<file path="src/iwd_pkg.sv">
// Notes on behaviour
// - every fetched instruction is one 14-bit word: opcode on top, operands below
// - byte ops: dest bit clear sends result to W, set sends it to file
// - file address is a 7-bit field, 0x00 to 0x7F
// - bit ops: 3-bit field picks one of eight bits in the register
// - literal ops carry an 8-bit constant, jump and call an 11-bit target
// - an instruction normally takes exactly one instruction cycle
// - taken skip or altered program counter costs two cycles, second is a no-op; here a bit op writing PCL still takes one cycle
// - one instruction cycle is four oscillator periods
// - don't-care bits are ignored; generators should fill them with zero (the testbench drives 0x0060 and fills them randomly)
// - three groups: byte, bit, literal/control, each with its own layout
// - word 0x0063 enters sleep, one cycle, touches timeout and powerdown flags
// - word 0x0064 clears watchdog, one cycle, touches timeout and powerdown flags
// - byte write to timer zero clears its prescaler when assigned to it
package iwd_pkg;
   localparam int WORD_W = 14;
   localparam int FADDR_W = 7;
   localparam int BITSEL_W = 3;
   localparam int LIT8_W = 8;
   localparam int LIT11_W = 11;
   localparam int GRP_LSB = 12;
   localparam int DEST_POS = 7;
   localparam int BITSEL_LSB = 7;
   localparam int PHASES = 4;
   localparam logic [1:0] GRP_BYTE = 2'h0;
   localparam logic [1:0] GRP_BIT = 2'h1;
   localparam logic [1:0] GRP_JUMP = 2'h2;
   localparam logic [1:0] GRP_LIT = 2'h3;
   localparam logic [13:0] OP_SLEEP = 14'h0063;
   localparam logic [13:0] OP_WATCHDOG_CLR = 14'h0064;
   localparam logic [13:0] OP_RETURN = 14'h0008;
   localparam logic [13:0] OP_RETFIE = 14'h0009;
   localparam logic [6:0] TIMER_ZERO_ADDR = 7'h01;
   localparam logic [6:0] PCL_ADDR = 7'h02;
   localparam logic [1:0] PH_LAST = 2'h3;
   typedef enum logic [2:0] {
      IWD_ST_IDLE = 3'h1,
      IWD_ST_EXEC = 3'h2,
      IWD_ST_FLUSH = 3'h4
   } iwd_state_t;
endpackage

</file>
<file path="src/iwd_field_split.sv">
`timescale 1ns/100ps
`default_nettype none
module iwd_field_split (
   // word
   input wire logic [13:0] word,
   // fields
   output logic [1:0] group,
   output logic [3:0] byte_op,
   output logic [1:0] bit_op,
   output logic dest,
   output logic [6:0] faddr,
   output logic [2:0] bitsel,
   output logic [7:0] lit8,
   output logic [10:0] lit11
);
   assign group = word[13:12];
   assign byte_op = word[11:8];
   assign bit_op = word[11:10];
   assign dest = word[iwd_pkg::DEST_POS];
   assign faddr = word[6:0];
   assign bitsel = word[9:7];
   assign lit8 = word[7:0];
   assign lit11 = word[10:0];
endmodule
`default_nettype wire

</file>
<file path="src/instruction_word_decoder.sv">
`timescale 1ns/100ps
`default_nettype none
module iwd_instruction_word_decoder (
   // clock and reset
   input wire logic clk_sys,
   input wire logic nrst,
   // program memory
   input wire logic [13:0] instr_word,
   input wire logic instr_valid,
   output logic fetch_strobe,
   output logic fetch_discard,
   // core status inputs
   input wire logic skip_cond,
   input wire logic prescaler_on_timer,
   // decoded outputs
   output logic [1:0] op_group,
   output logic [3:0] op_code,
   output logic [6:0] file_addr,
   output logic [2:0] bit_sel,
   output logic [7:0] literal8,
   output logic [10:0] literal11,
   output logic write_w,
   output logic write_file,
   output logic pc_load,
   output logic exec_valid,
   output logic sleep_req,
   output logic watchdog_clear_op,
   output logic timer_prescaler_clear,
   output logic [1:0] phase
);
   typedef struct packed {
      iwd_pkg::iwd_state_t st;
      logic [1:0] ph;
      logic [13:0] ir;
      logic [1:0] grp;
      logic [3:0] opc;
      logic [6:0] fa;
      logic [2:0] bs;
      logic [7:0] k8;
      logic [10:0] k11;
      logic ww;
      logic wf;
      logic pcl;
      logic ev;
      logic slp;
      logic wdc;
      logic psc;
   } iwd_regs_t;

   iwd_regs_t r_q, r_d;
   logic [1:0] f_grp, f_bitop;
   logic [3:0] f_byte;
   logic f_dest;
   logic [6:0] f_fa;
   logic [2:0] f_bs;
   logic [7:0] f_k8;
   logic [10:0] f_k11;
   logic end_cycle, is_skip, is_branch, byte_wr;

   iwd_field_split u_split (
      .word(r_q.ir),
      .group(f_grp),
      .byte_op(f_byte),
      .bit_op(f_bitop),
      .dest(f_dest),
      .faddr(f_fa),
      .bitsel(f_bs),
      .lit8(f_k8),
      .lit11(f_k11)
   );

   assign end_cycle = (r_q.ph == iwd_pkg::PH_LAST);

   always_comb begin
      r_d = r_q;
      is_skip = 1'b0;
      is_branch = 1'b0;
      byte_wr = 1'b0;
      r_d.ph = r_q.ph + 2'h1;
      r_d.ev = 1'b0;
      r_d.slp = 1'b0;
      r_d.wdc = 1'b0;
      r_d.psc = 1'b0;
      r_d.pcl = 1'b0;
      r_d.ww = 1'b0;
      r_d.wf = 1'b0;
      if (end_cycle) begin
         case (r_q.st)
            iwd_pkg::IWD_ST_IDLE: begin
               if (instr_valid) begin
                  r_d.ir = instr_word;
                  r_d.st = iwd_pkg::IWD_ST_EXEC;
               end
            end
            iwd_pkg::IWD_ST_EXEC: begin
               r_d.grp = f_grp;
               r_d.fa = f_fa;
               r_d.bs = f_bs;
               r_d.k8 = f_k8;
               r_d.k11 = f_k11;
               r_d.opc = f_byte;
               r_d.ev = 1'b1;
               case (f_grp)
                  iwd_pkg::GRP_BYTE: begin
                     if (r_q.ir == iwd_pkg::OP_SLEEP) begin
                        r_d.slp = 1'b1;
                     end else if (r_q.ir == iwd_pkg::OP_WATCHDOG_CLR) begin
                        r_d.wdc = 1'b1;
                     end else if (r_q.ir == iwd_pkg::OP_RETURN
                                  || r_q.ir == iwd_pkg::OP_RETFIE) begin
                        is_branch = 1'b1;
                     end else if (f_byte == 4'h0) begin
                        // store W when bit 7 set; bits 6:5 of nop ignored
                        byte_wr = f_dest;
                     end else if (f_byte == 4'h1) begin
                        byte_wr = f_dest;
                        r_d.ww = ~f_dest;
                     end else begin
                        byte_wr = f_dest;
                        r_d.ww = ~f_dest;
                        is_skip = (f_byte == 4'hB || f_byte == 4'hF) && skip_cond;
                     end
                     r_d.wf = byte_wr;
                     r_d.psc = byte_wr && f_fa == iwd_pkg::TIMER_ZERO_ADDR
                               && prescaler_on_timer;
                     if (byte_wr && f_fa == iwd_pkg::PCL_ADDR) begin
                        is_branch = 1'b1;
                     end
                  end
                  iwd_pkg::GRP_BIT: begin
                     r_d.wf = ~f_bitop[1];
                     r_d.psc = ~f_bitop[1] && f_fa == iwd_pkg::TIMER_ZERO_ADDR
                               && prescaler_on_timer;
                     is_skip = f_bitop[1] && skip_cond;
                  end
                  iwd_pkg::GRP_JUMP: begin
                     is_branch = 1'b1;
                  end
                  default: begin
                     // literal ops; low x bits are ignored
                     r_d.ww = 1'b1;
                     is_branch = (f_byte[3:2] == 2'h1);
                  end
               endcase
               r_d.pcl = is_branch;
               if (is_skip || is_branch) begin
                  r_d.st = iwd_pkg::IWD_ST_FLUSH;
               end else begin
                  r_d.st = iwd_pkg::IWD_ST_IDLE;
               end
            end
            iwd_pkg::IWD_ST_FLUSH: begin
               r_d.st = iwd_pkg::IWD_ST_IDLE;
            end
            default: begin
               r_d.st = iwd_pkg::IWD_ST_IDLE;
            end
         endcase
      end
   end

   always_ff @(posedge clk_sys or negedge nrst) begin
      if (!nrst) begin
         r_q <= '0;
         r_q.st <= iwd_pkg::IWD_ST_IDLE;
      end else begin
         r_q <= r_d;
      end
   end

   assign fetch_strobe = end_cycle && r_q.st == iwd_pkg::IWD_ST_IDLE;
   assign fetch_discard = end_cycle && r_q.st == iwd_pkg::IWD_ST_FLUSH;
   assign op_group = r_q.grp;
   assign op_code = r_q.opc;
   assign file_addr = r_q.fa;
   assign bit_sel = r_q.bs;
   assign literal8 = r_q.k8;
   assign literal11 = r_q.k11;
   assign write_w = r_q.ww;
   assign write_file = r_q.wf;
   assign pc_load = r_q.pcl;
   assign exec_valid = r_q.ev;
   assign sleep_req = r_q.slp;
   assign watchdog_clear_op = r_q.wdc;
   assign timer_prescaler_clear = r_q.psc;
   assign phase = r_q.ph;
endmodule
`default_nettype wire

</file>
<file path="config.mk">
export PLATFORM = sky130hd
export DESIGN_NAME = iwd_instruction_word_decoder
export DESIGN_NICKNAME = d
export VERILOG_FILES = /design/src/iwd_pkg.sv /design/src/iwd_field_split.sv /design/src/instruction_word_decoder.sv
export SDC_FILE = /design/constraint.sdc
export NUM_CORES = 1
export LEC_CHECK = 0
export ABC_AREA = 1
export BUFFER_PORTS_ARGS = -buffer_cell sky130_fd_sc_hd__buf_2
export CAP_MARGIN = 20
export CORE_MARGIN = 4
export CORE_UTILIZATION = 30
export CTS_CLUSTER_DIAMETER = 150
export DETAILED_ROUTE_END_ITERATION = 6
export HOLD_SLACK_MARGIN = 0.15
export SETUP_SLACK_MARGIN = 0.5
export SLEW_MARGIN = 20
export SYNTH_ARGS = -nofsm -noshare
export SYNTH_HDL_FRONTEND = slang
export SYNTH_SLANG_ARGS = --single-unit
</file>
<file path="constraint.sdc">
create_clock -name clk_sys -period 2.43 [get_ports clk_sys]
set_input_delay 0.243 -clock clk_sys [delete_from_list [all_inputs] [get_ports clk_sys]]
set_output_delay 0.243 -clock clk_sys [all_outputs]
set_load 0.03 [all_outputs]
</file>
**After elaboration in Yosys (flattened, before gate mapping)**

Cells that the tools add are included.

- Register bits after elaboration: 61
- Input port bits: 19
- Output and inout bits: 46

- Add/sub/neg operators: 1
- Equal/unequal tests: 17
- Multiplexer cells: 37
- Bitwise gates (word level): 2
- Reductions and logical operators: 18

Operator list:

| operator | number |
|---|---|
| $eq 14x4->1 const B | 2 |
| $eq 14x7->1 const B | 2 |
| $mux 1 | 26 |
| $mux 7 | 2 |
| $logic_and 1x1->1 | 9 |
| $eq 4x4->1 const B | 2 |
| $pmux 1 s2 | 4 |
| $eq 7x1->1 const B | 1 |
| $eq 7x2->1 const B | 1 |
| $mux 3 | 2 |
| $pmux 3 s2 | 1 |
| $eq 2x1->1 const B | 2 |
| $eq 2x2->1 const B | 2 |
| $eq 4x1->1 const B | 1 |
| $logic_not 4->1 | 1 |
| $reduce_and 2->1 | 2 |
| $eq 3x1->1 const B | 1 |
| $eq 3x2->1 const B | 1 |
| $eq 3x3->1 const B | 1 |
| $logic_or 1x1->1 | 3 |
| $pmux 1 s3 | 1 |
| $reduce_and 3->1 | 1 |
| $add 2x1->2 const B | 1 |
| $logic_not 2->1 | 1 |
| other kinds (4) | 5 |

**Depth between registers and ports, before layout**

- Word-level depth: 16
- Depth in mapped cells: 11

**Modules after synthesis**

Synthesis repeated with hierarchy kept, for this count alone.

- Cell total of the unflattened synthesis: 379
- Area, all modules: 3230.6 um^2

Modules (own cells, without submodules):

| module | times used | cells an instance | area each (um^2) | seq. area each (um^2) |
|---|---|---|---|---|
| iwd_instruction_word_decoder | 1 | 341 | 2945.3 | 1527.7 |
| iwd_field_split | 1 | 38 | 285.3 | 0.0 |

**Worst setup path before layout**

Ideal clock, no wire load.

- Kind: reg2out
- From: register r_q (netlist bit phase[0])
- To: output fetch_discard
- Arrival time: 1592 ps
- Path slack: 595 ps
- Cell stages (with the launch flop): 4
- Buffers on the path: 0
- Path through: dfrtp_1 ha_1 inv_1 nor4_1

- Longest elaborated chain between the ends: 2

Ends and longest elaborated chain:

| item | RTL line | text |
|---|---|---|
| start, declared | instruction_word_decoder.sv:50 | `iwd_regs_t r_q, r_d;` |
| start signal, assigned | instruction_word_decoder.sv:167 | `r_q <= r_d;` |
| $eq 2x2->1 | instruction_word_decoder.sv:72 | `assign end_cycle = (r_q.ph == iwd_pkg::PH_LAST);` |
| $logic_and 1x1->1 | instruction_word_decoder.sv:172 | `assign fetch_discard = end_cycle && r_q.st == iwd_pkg::IWD_ST_FLUSH;` |
| end, declared | instruction_word_decoder.sv:11 | `output logic fetch_discard,` |

Every way passes these cells.

**Final worst setup path**

Same ends and word-level chain as after synthesis.

==> qor.csv <==
stage,metric,value,unit
detailed_routing,drt pass-1 iters,4,
die,Ports,65,
power,Psw,1480,uW
critical_path,Crit path max-delay family,flip-flops,
status,status,"finished, final reports clean",
finish,most frequent cells in the layout,"buf_2 (64), dfrtp_1 (39), nand2_1 (37), nor2_1 (27), inv_1 (24)",
critical_path,Setup crit end kind,primary output,
power,Int Pwr,1520,uW
sta,Final Hold Viols,0,
sta,Tcrit/Tclk final,71.9,%
clock_network,Root Driver,clkbuf_8,
critical_path,crit path cell chain,ha_1 -> inv_1 -> nor4_2 -> buf_2,
logic_synthesis,"Avg Cell Area, Syn",8.91,um^2
power,Pwr Density,1340,nW/um^2
die,core area,6490,um^2
sta,Final Max Tran Viols,0,
worst_hold_path,worst hold path class,in -> reg,
critical_path,CP startpoint kind,flip-flop,
die,Die ar.,8210,um^2
logic_synthesis,Synth async-reset ratio,100,%
sta,clk_skew,0.00319,ns
sta,RSZ-0062 raised after global routing,false,
global_routing,first-pass GRT wire length,7.42,mm
power,Comb pwr share,49.4,%
global_routing,total track usage,11.3,%
detailed_routing,drt total wl,4.19,mm
clock_network,Setup Buffers After CTS,0,
clock_network,H-tree depth,2,
clock_network,CTS Buffer Depth,2,
finish,n_diodes,0,
run,maxcap violations,0,
sta,Fmax,0.573,GHz
logic_synthesis,post-synthesis sequential area ratio,48.9,%
clock_network,CTS tree,done,
sta,Final setup viols,0,
critical_path,crit-path max FO,4,
power,power share of the clock group,13.7,%
sta,Slew @ Worst Pin,0.900,ns
logic_synthesis,Yosys reg bits,40,
place,Detail Placement HPWL,3.10,mm
logic_synthesis,Yosys cell types,24,
power,Flop pwr share,36.9,%
critical_path,Buf/Inv on CP,2,
logic_synthesis,Synth Instances,230,
critical_path,critical path data arrival time,1.50,ns
detailed_routing,DRT antenna net count,0,
logic_synthesis,Post-synth EDFFs,0,
detailed_routing,via/cell ratio,4.35,
critical_path,slowest CP cell,dfrtp_1,
power,peak supply drop,382,uV
die,Die W,90.6,um
finish,Layout area overhead,9.41,%
finish,layout cells sized above 1,34.4,%
die,initial core utilization,31.5,%
critical_path,worst setup path class,reg -> out,
die,Die Y,90.6,um
logic_synthesis,Post-Syn Area,2050,um^2
global_routing,vias in the first global route,1538,
power,P_leak,0.00119,uW
place,Routability Congestion,0.768,
finish,"most common cell after layout, fill and taps aside",buf_2,
detailed_routing,Vias,1460,
power,Sw Ratio,49.3,%
detailed_routing,initial DRC count,67,
logic_synthesis,"Top FF cell, synth",dfrtp_1,
finish,post-route cell area,2240,um^2
finish,Final nets,283,
sta,Setup TNS,0,ns
critical_path,critical path data required time,2.19,ns
global_routing,initial antenna violation count,0,
global_routing,Overflow after GRT,0,
sta,crit path time final,1.75,ns
place,Placed Area,2150,um^2
clock_network,CTS buffer count,5,
logic_synthesis,post-synth net total,254,
finish,fill count,678,
sta,worst relative slew slack,40.0,%
place,port bufs,64,
critical_path,Max stage delay on crit path,0.37,ns
global_routing,largest net degree at the start of global routing,41,
die,row count,29,
detailed_routing,Post-route DRC,0,
clock_network,"CTS clk-pin slew, worst paths",0.07,ns
logic_synthesis,largest cells by area after synthesis,"dfrtp_1 (48%), buf_4 (14%), nand2_1 (6.8%)",
logic_synthesis,Synth top area share,47.6,%
detailed_routing,Wirelength per Cell,12.5,um
logic_synthesis,Synth area leader,dfrtp_1,
clock_network,clock sinks,40,
logic_synthesis,Ys Warns,0,
clock_network,clock latency at the later pin of the worst-skew pair,0.29,ns
-- logic make-up (layout without fill, tap and decap cells) --
logic type / after synthesis / after routing / share of synthesized area [%]
adder cells (fa/ha/maj): 5 / 5 / 3.05
AND/OR/NAND/NOR: 82 / 82 / 17.2
flip-flops: 40 / 40 / 48.9
AO/OA/AOI/OAI: 33 / 33 / 10.3
buffers and inverters: 70 / 99 / 20.5
-- final timing paths --
check | from | end | slack, ns | cells past startpoint
hold reg to reg | phase[0] | phase[0] | 0.45 | 1
setup / recovery | phase[0] | fetch_discard | 0.68 | 4
hold / removal | instr_word[7] | r_q[49] | 0.19 | 3
max in group asynchronous | nrst | pc_load | 1.26 | 2
min in group asynchronous | nrst | op_code[3] | 0.61 | 2
setup reg to reg | r_q[58] | r_q[47] | 0.77 | 7
-- cells in the mapped netlist, types with 2 or more instances --
master,number
a21oi_1,7
nor4_1,4
a21oi_2,9
buf_6,2
dfrtp_1,39
nand2_1,37
inv_2,3
nor2_1,27
buf_2,2
o21ai_0,14
ha_1,5
clkbuf_1,2
nand4_1,3
buf_4,37
o211ai_1,2
nand3_1,6
inv_1,24
-- flip-flops by register name (all words and copies together), names as in the netlist, 2 cells and up --
name	flops
r_q	17
op_group	2
op_code	4
phase	2
file_addr	6
-- through the flow --
stage                     setup slack, ns  power [uW]  hold WS (ns)  utilization (%)  instances
after global routing                0.535        3260         0.198             34.5        336
after floorplan                     0.595        2590       -0.0526                -        230
after CTS                           0.616        3040         0.179             34.4        336
final                               0.684        3010         0.190             34.5        336
after detailed placement            0.766        2620         0.432             33.1        328
after global placement              0.846        2590         0.406             33.1        328
-- repair_timing --
item | CTS | global route
setup endpoints to repair | 0 | 1
hold buffers | 1 | 0
endpoints found under the hold margin | 39 | 0
resized for setup | 0 | 1
-- worst reg2reg max path: stages, from the launching register on --
cell	delay, ns
dfstp_2	0.56
inv_2	0.04
nor3_2	0.13
inv_2	0.07
nor2_4	0.09
nand2_2	0.34
nor2_1	0.26
a21oi_2	0.04
-- power groups by stage --
stage	sequential (uW)	clock (uW)	combinational, uW
after floorplan	1090	0	1510
after global placement	1110	0	1480
after detailed placement	1130	0	1490
after CTS	1120	429	1500
after global routing	1160	456	1640
final	1110	412	1490
-- layer usage --
| metal | vias to the layer above | GRT usage (%) | part of all wire [%] |
|---|---|---|---|
| met5 | - | 0 | 0 |
| met4 | 0 | 3.83 | 1.4 |
| met3 | 7 | 3.25 | 6.8 |
| met2 | 47 | 18.7 | 49 |
| met1 | 661 | 14.2 | 43 |
| li1 | 745 | - | - |
-- layout make-up --
cell class | count | area, um^2 | share of cell area [%]
Clock buffer | 6 | 72.6 | 3.24
Inverter | 27 | 101 | 4.52
Sequential cell | 40 | 1000 | 44.7
Multi-Input combinational cell | 120 | 633 | 28.3
Timing Repair Buffer | 65 | 330 | 14.7
Tap cell | 77 | 96.3 | 4.30
Clock inverter | 1 | 5.00 | 0.223
Note: power is estimated with default switching activity, not from simulation.
